==> config.mk <==
export PLATFORM = sky130hd
export DESIGN_NAME = wtp_table_unit
export DESIGN_NICKNAME = d
export VERILOG_FILES = /design/src/rtl/wtp_pkg.sv /design/src/rtl/wtp_table_unit.sv
export SDC_FILE = /design/constraint.sdc
export NUM_CORES = 1
export LEC_CHECK = 0
export ABC_AREA = 1
export BUFFER_PORTS_ARGS = -buffer_cell sky130_fd_sc_hd__buf_2
export CORE_MARGIN = 3
export CORE_UTILIZATION = 40
export CTS_BUF_LIST = sky130_fd_sc_hd__clkbuf_4
export CTS_CLUSTER_SIZE = 24
export DETAILED_ROUTE_END_ITERATION = 6
export PLACE_DENSITY_LB_ADDON = 0.25
export SYNTH_ARGS = -nofsm -noshare
export SYNTH_HDL_FRONTEND = slang
export SYNTH_SLANG_ARGS = --single-unit
==> constraint.sdc <==
create_clock -name mclk -period 3 [get_ports mclk]
set_input_delay 0.45 -clock mclk [delete_from_list [all_inputs] [get_ports mclk]]
set_output_delay 0.45 -clock mclk [all_outputs]
set_load 0.005 [all_outputs]
==> src/rtl/wtp_pkg.sv <==
package wtp_pkg;

  // ----------------------------------------------------------------
  // Widths
  // ----------------------------------------------------------------
  localparam int WTP_WORD_W = 16;
  localparam int WTP_ADDR_W = 16;
  localparam int WTP_LEN_W = 8;

  // ----------------------------------------------------------------
  // Table constants
  // ----------------------------------------------------------------
  localparam logic [WTP_WORD_W-1:0] WTP_PTR_WRAP = 16'h0001;
  localparam logic [WTP_WORD_W-1:0] WTP_STEP = 16'h0001;
  localparam logic [WTP_WORD_W-1:0] WTP_ZERO = 16'h0000;
  localparam logic [WTP_ADDR_W-1:0] WTP_FIRST_SLOT = 16'h0001;
  localparam logic [WTP_ADDR_W-1:0] WTP_ADDR_RST = 16'h0000;

  // ----------------------------------------------------------------
  // Operation codes
  // ----------------------------------------------------------------
  typedef enum logic {
    WTP_STORE_INTO_TABLE_OP = 1'b0,
    WTP_POP_FROM_TABLE_OP = 1'b1
  } wtp_op_t;

  // ----------------------------------------------------------------
  // Sequencer states, one-hot
  // ----------------------------------------------------------------
  typedef enum logic [7:0] {
    WTP_IDLE = 8'h01,
    WTP_HEAD = 8'h02,
    WTP_HEADW = 8'h04,
    WTP_FETCH = 8'h08,
    WTP_FETCHW = 8'h10,
    WTP_PUT = 8'h20,
    WTP_TAIL = 8'h40,
    WTP_DONE = 8'h80
  } wtp_state_t;

  // ----------------------------------------------------------------
  // Carriers
  // ----------------------------------------------------------------
  typedef struct packed {
    wtp_op_t kind;
    logic [WTP_LEN_W-1:0] tableLen;
    logic [WTP_ADDR_W-1:0] tableBase;
    logic [WTP_ADDR_W-1:0] operandAddr;
  } wtp_req_t;

  typedef struct packed {
    logic rdEn;
    logic wrEn;
    logic [WTP_ADDR_W-1:0] addr;
    logic [WTP_WORD_W-1:0] wrData;
  } wtp_mem_t;

  typedef struct packed {
    wtp_state_t state;
    wtp_req_t req;
    logic [WTP_WORD_W-1:0] head;
    logic [WTP_WORD_W-1:0] data;
    logic [WTP_LEN_W:0] idx;
    wtp_mem_t mem;
    logic done;
    logic limitFlag;
  } wtp_core_t;

  localparam wtp_core_t WTP_CORE_RST = '{
    state: WTP_IDLE,
    req: '{kind: WTP_STORE_INTO_TABLE_OP, tableLen: 8'h00,
           tableBase: 16'h0000, operandAddr: 16'h0000},
    head: 16'h0000,
    data: 16'h0000,
    idx: 9'h000,
    mem: '{rdEn: 1'b0, wrEn: 1'b0, addr: 16'h0000, wrData: 16'h0000},
    done: 1'b0,
    limitFlag: 1'b0
  };

endpackage

==> src/rtl/wtp_table_unit.sv <==
`timescale 1ns/100ps

// Functional notes
// - Store copies source word to pointed slot, then increments pointer word.
// - Pointer equal to table length wraps to one on the next store.
// - Store treats the table base word as pointer, not data.
// - Each accepted request executes once; no edge detection inside.
// - Store pointer above table length writes no table data.
// - After store, flag set when pointer equals table length.
// - Flag holds until scan end or the next table operation.
// - First data slot written at pointer zero and at pointer equal length.
// - Pop moves top entry to destination and shifts counted entries up.
// - Pop treats base word as count and decrements it on each pop that is not skipped.
// - Pop count zero or above length: skip, move nothing, set flag.
// - After pop, flag set when count equals zero.
// - Slots numbered from top; slots beyond count stay untouched.
module wtp_table_unit
  import wtp_pkg::*;
(
  // Clock and reset
  input wire logic mclk,
  input wire logic rst,
  // Operation request from the sequencer
  input wire logic opValid,
  output logic opReady,
  input wire wtp_req_t opReq,
  output logic opDone,
  // Scan boundary
  input wire logic scanEnd,
  // Word memory port
  output wtp_mem_t memPort,
  input wire logic [WTP_WORD_W-1:0] memRdData,
  // Status
  output logic tableLimitFlag
);

  // ----------------------------------------------------------------
  // State
  // ----------------------------------------------------------------
  wtp_core_t core_reg;
  wtp_core_t core_next;

  // ----------------------------------------------------------------
  // Head word checks
  // ----------------------------------------------------------------
  logic [WTP_WORD_W-1:0] lenWord;
  logic headAboveLen;
  logic headAtLen;
  logic [WTP_WORD_W-1:0] rdHead;
  logic popSkip;

  assign lenWord = {{(WTP_WORD_W-WTP_LEN_W){1'b0}}, core_reg.req.tableLen};
  assign rdHead = memRdData;
  // Read data is the head word only while the sequencer waits on it
  assign headAboveLen = rdHead > lenWord;
  assign popSkip = rdHead == WTP_ZERO || headAboveLen;
  assign headAtLen = core_reg.head == lenWord;

  // ----------------------------------------------------------------
  // Address and head arithmetic
  // ----------------------------------------------------------------
  logic storeOp;
  logic headZero;
  logic moreSlots;
  logic storeFlag;
  logic popFlag;
  logic [WTP_WORD_W-1:0] idxWord;
  logic [WTP_LEN_W:0] idxInc;
  logic [WTP_ADDR_W-1:0] slotOne;
  logic [WTP_ADDR_W-1:0] storeSlot;
  logic [WTP_ADDR_W-1:0] popWrAddr;
  logic [WTP_ADDR_W-1:0] popRdAddr;
  logic [WTP_WORD_W-1:0] storeHead;
  logic [WTP_WORD_W-1:0] popHead;

  assign storeOp = core_reg.req.kind == WTP_STORE_INTO_TABLE_OP;
  assign headZero = core_reg.head == WTP_ZERO;
  assign idxWord = {{(WTP_WORD_W-WTP_LEN_W-1){1'b0}}, core_reg.idx};
  assign idxInc = core_reg.idx + {{WTP_LEN_W{1'b0}}, 1'b1};
  // Only counted slots take part in the shift
  assign moreSlots = !storeOp && idxWord < core_reg.head;
  assign slotOne = core_reg.req.tableBase + WTP_FIRST_SLOT;
  // Pointer zero and pointer at length both land in the first slot
  assign storeSlot = (headZero || headAtLen) ? slotOne
                     : core_reg.req.tableBase + core_reg.head + WTP_STEP;
  // Slot one leaves for the destination, slot n moves up to slot n-1
  assign popWrAddr = (idxWord == WTP_FIRST_SLOT) ? core_reg.req.operandAddr
                     : core_reg.req.tableBase + idxWord - WTP_FIRST_SLOT;
  assign popRdAddr = core_reg.req.tableBase + idxWord + WTP_FIRST_SLOT;
  // Wrap to one, never zero
  assign storeHead = headAtLen ? WTP_PTR_WRAP : core_reg.head + WTP_STEP;
  assign popHead = core_reg.head - WTP_STEP;
  assign storeFlag = core_reg.mem.wrData == lenWord;
  assign popFlag = core_reg.mem.wrData == WTP_ZERO;

  // ----------------------------------------------------------------
  // Sequencer
  // ----------------------------------------------------------------
  always_comb begin
    core_next = core_reg;
    core_next.mem.rdEn = 1'b0;
    core_next.mem.wrEn = 1'b0;
    core_next.done = 1'b0;
    if (scanEnd) begin
      core_next.limitFlag = 1'b0;
    end
    case (core_reg.state)
      WTP_IDLE: begin
        // Request captured whole; later input changes are ignored
        if (opValid) begin
          core_next.req = opReq;
          core_next.state = WTP_HEAD;
          core_next.mem.rdEn = 1'b1;
          core_next.mem.addr = opReq.tableBase;
        end
      end
      WTP_HEAD: begin
        core_next.state = WTP_HEADW;
      end
      WTP_HEADW: begin
        // Head word arrives from the read issued on the take
        core_next.head = rdHead;
        core_next.idx = 9'h001;
        if (storeOp) begin
          if (headAboveLen) begin
            // Pointer left alone, nothing written
            core_next.state = WTP_DONE;
            core_next.limitFlag = 1'b0;
          end else begin
            core_next.state = WTP_FETCH;
            core_next.mem.rdEn = 1'b1;
            core_next.mem.addr = core_reg.req.operandAddr;
          end
        end else begin
          if (popSkip) begin
            core_next.state = WTP_DONE;
            core_next.limitFlag = 1'b1;
          end else begin
            core_next.state = WTP_FETCH;
            core_next.mem.rdEn = 1'b1;
            core_next.mem.addr = slotOne;
          end
        end
      end
      WTP_FETCH: begin
        core_next.state = WTP_FETCHW;
      end
      WTP_FETCHW: begin
        // Source word for a store, next counted slot for a pop
        core_next.data = memRdData;
        core_next.state = WTP_PUT;
        core_next.mem.wrEn = 1'b1;
        core_next.mem.wrData = memRdData;
        if (storeOp) begin
          core_next.mem.addr = storeSlot;
        end else begin
          core_next.mem.addr = popWrAddr;
        end
      end
      WTP_PUT: begin
        // Fetch the next counted slot, else write the head word back
        if (moreSlots) begin
          core_next.idx = idxInc;
          core_next.state = WTP_FETCH;
          core_next.mem.rdEn = 1'b1;
          core_next.mem.addr = popRdAddr;
        end else begin
          core_next.state = WTP_TAIL;
          core_next.mem.wrEn = 1'b1;
          core_next.mem.addr = core_reg.req.tableBase;
          if (storeOp) begin
            core_next.mem.wrData = storeHead;
          end else begin
            core_next.mem.wrData = popHead;
          end
        end
      end
      WTP_TAIL: begin
        // Result overrides a scan end clear in the same cycle
        core_next.state = WTP_DONE;
        if (storeOp) begin
          core_next.limitFlag = storeFlag;
        end else begin
          core_next.limitFlag = popFlag;
        end
      end
      WTP_DONE: begin
        // Ready and done rise together
        core_next.state = WTP_IDLE;
        core_next.done = 1'b1;
      end
      default: begin
        core_next = WTP_CORE_RST;
      end
    endcase
  end

  // ----------------------------------------------------------------
  // State register
  // ----------------------------------------------------------------
  always_ff @(posedge mclk) begin
    if (rst) begin
      core_reg <= WTP_CORE_RST;
    end else begin
      core_reg <= core_next;
    end
  end

  // ----------------------------------------------------------------
  // Outputs
  // ----------------------------------------------------------------
  assign opReady = core_reg.state == WTP_IDLE;
  assign opDone = core_reg.done;
  assign memPort = core_reg.mem;
  assign tableLimitFlag = core_reg.limitFlag;

endmodule

==> impl_metrics.csv <==
group,metric,value,unit
die,initial_core_util,41.2,%
power_and_ir_drop,irDropWorstVdd,286,uV
power_and_ir_drop,p_leak,4.84,nW
power_and_ir_drop,fin_total_pwr,6.71,mW
clock_network,htree_levels,3,
final_layout,layout-drive-gt1-share,17.8,%
sta,clock.fmax,0.362,GHz
final_layout,area_growth,10.0,%
global_routing,grt_pass1_vias,9986,
sta,setup_violations,0,
clock_network,cts_tree,"done",
hold_path,min_path_cells,3,
placement,place.detailed.hpwl,28.7,mm
run_status,status,"finished clean",
global_routing,grt_max_degree,39,
sta,tightest_slew,0.730,ns
sta,finalMaxSlewViolations,0,
sta,min_period,2.76,ns
routing,drt_wl_total,35.6,mm
placement,gp_congestion,0.980,
final_layout,nets,1735,
clock_network,path_clk_slew,0.19,ns
yosys,synth.top_cell.area_share,22.5,%
critical_path,critPathLaunch,"core_reg[62]$_SDFFE_PP0N_",
critical_path,start_kind,"register",
critical_path,rr_worst_depth,15,
critical_path,r2r_slack,0.24,ns
yosys,syn_area_per_cell,6.30,um^2
placement,portBuffers,97,
sta,grt_setup_unrepaired,"true",
sta,setup_tns,0,ns
die,die_height,162,um
routing,firstDrtPassIters,5,
hold_path,min_to,"core_reg[86]$_SDFFE_PP0P_",
yosys,yosysUniqueCellTypes,57,
clock_network,cts_root_buf,"clkbuf_4",
clock_network,post_cts_buffers,0,
die,core.rowCount,56,
yosys,synth-seq-cells,110,
critical_path,worstPathMaxFanout,30,
clock_network,cts.sinks,110,
yosys,ys_warn_count,0,
yosys,async_reset_ff_share,0,%
routing,drt-wirelength-per-cell,18.3,um
routing,vias_per_cell,5.56,
sta,hold_ws,0.161,ns
hold_path,min_from,"opReq[9]",
placement,dp_slack,0.182,ns
critical_path,worstPathRequired,3.45,ns
global_routing,grt_pass1_wl,55.7,mm
clock_network,clk_latency,0.52,ns
sta,relSlewSlack,51.0,%
job,cap_violations,0,
yosys,synth_ff_type,"dfxtp_1",
final_layout,largest_reg_flops,74,
critical_path,cp-end-kind,"register",
critical_path,crit_type,"register to register",
yosys,syn_nets,1662,
yosys,synth_cells,1552,
yosys,synth_edf_count,0,
yosys,syn_area,0.00978,mm^2
critical_path,rr_endpoint,"memPort[9]$_SDFFE_PP0P_",
clock_network,clk_path_buf_depth,2,
power_and_ir_drop,power_density,624,mW/mm^2
sta,hold_viol,0,
die,io_pins,98,
sta,fin_worst_skew,0.0231,ns
global_routing,antenna_found_initial,1,
routing,ant_nets,0,
global_routing,grtUsageTotal,26.7,%
clock_network,cts_buffers,9,
yosys,synthTopCellsByArea,"dfxtp_1, nand2_1, a21oi_1, nand3_1, ha_1",
die,die_x,162,um
sta,min_period_over_period,92.0,%
critical_path,r2r-start,"core_reg[62]$_SDFFE_PP0N_",
yosys,seq_area_frac_synth,22.5,%
die,core,0.0238,mm^2
hold_path,hold_path.class,"input pin to register",
yosys,synth_top_area_cell,"dfxtp_1",
sta,fin_ws,0.239,ns
critical_path,arrival,3.21,ns
routing,drc,0,
global_routing,grt_overflow_total,0,
routing,vias,10800,
die,die-area,0.0264,mm^2
routing,drtIter0Drc,1142,
-- synthesized netlist by cell type (4+ instances only) --
cell / n
nand2_1: 350
a21oi_1: 168
inv_1: 149
nand3_1: 128
dfxtp_1: 110
nor2_1: 107
o21ai_0: 99
ha_1: 47
nand4_1: 40
buf_4: 36
xor2_1: 33
clkbuf_1: 32
nand2_2: 26
a211oi_1: 23
inv_2: 22
nor3_1: 22
buf_2: 19
a31oi_1: 17
xnor2_1: 12
o211ai_1: 11
nand3_2: 8
nor4_1: 8
nor2_4: 7
nor3_2: 7
or2_2: 7
nor2_2: 6
o21ai_1: 6
buf_1: 5
a21oi_2: 4
-- power by group --
part | leakage, nW | switching, mW | internal, mW
Clock | 0.0580 | 0.554 | 0.173
Sequential | 0.904 | 0.326 | 1.73
Combinational | 3.88 | 2.61 | 1.32
Total | 4.84 | 3.49 | 3.22
-- area by class of cell --
class | count | area [um^2]
Fill cell | 2573 | 13000
Multi-Input combinational cell | 1178 | 6470
Sequential cell | 110 | 2210
Timing Repair Buffer | 155 | 921
Inverter | 171 | 642
Tap cell | 319 | 399
Clock buffer | 9 | 67.6
Clock inverter | 6 | 47.5
Antenna cell | 1 | 2.50
-- through the flow --
| stage | instances | utilization (%) | area, um^2 |
|---|---|---|---|
| after floorplan | 1552 | - | 9780 |
| after global placement | 1933 | 44.6 | 10600 |
| after detailed placement | 1933 | 44.6 | 10600 |
| after CTS | 1948 | 45.1 | 10700 |
| after global routing | 1949 | 45.3 | 10800 |
| final | 1949 | 45.3 | 10800 |
-- worst max-delay path by stage --
stage	end	slack, ns
4_1_cts	memPort[24]$_SDFFE_PP0P_	0.12
3_5_place_dp	memPort[24]$_SDFFE_PP0P_	0.18
3_3_place_gp	memPort[24]$_SDFFE_PP0P_	0.22
2_1_floorplan	memPort[27]$_SDFFE_PP0P_	0.45
6_report	memPort[9]$_SDFFE_PP0P_	0.24
5_1_grt	memPort[29]$_SDFFE_PP0P_	-0.005
-- cells by family after synthesis --
logic type                 synth area share [%]
AOI/OAI and AO/OA                          19.8
xor gates and xnor gates                   4.03
adders and majority gates                  6.42
buffers and inverters                      11.8
DFF                                        22.5
muxes                                     0.102
and+or+nand+nor                            35.3
-- critical path, stage by stage, from the launching register on --
cell	delay (ns)
dfxtp_1	0.47
inv_1	0.23
ha_1	0.33
o21ai_1	0.06
nand2_1	0.06
nand3_1	0.06
a21oi_1	0.16
o21ai_2	0.07
nand3_2	0.07
buf_4	0.20
nor2_4	0.05
inv_2	0.15
nand2_1	0.14
inv_2	0.34
o21ai_0	0.14
a31oi_1	0.18
-- timing repair --
item,CTS,global route
hold buffers,0,0
resized for setup,0,18
setup endpoints to repair,0,8
-- routing by layer --
metal | up-vias | GRT usage (%) | wire (um)
li1 | 5349 | - | -
met3 | 71 | 2.75 | 2340
met1 | 4959 | 36.3 | 15700
met5 | - | 0 | 0
met2 | 462 | 43.5 | 16000
met4 | 0 | 11.0 | 1530
-- cells in the final DEF, fill, tap and decap left out, types with 6 or more instances in the layout --
master      n
a211oi_1   23
ha_1       45
or2_2       7
dfxtp_1   104
nand2_2    29
xor2_1     33
a31oi_1    17
inv_2      22
clkbuf_4    9
buf_4      58
o21ai_0    99
nor2_2      9
nor4_1      8
inv_1     149
buf_2      97
nor3_1     22
o211ai_1   11
nor2_1    103
a21oi_1   166
o21ai_1     6
xnor2_1    12
nand3_2     9
dfxtp_2     6
nor3_2      7
nor2_4      8
nand4_1    40
nand3_1   127
a21oi_2     6
nand2_1   347
No activity file was read; power rests on OpenSTA's default activity.
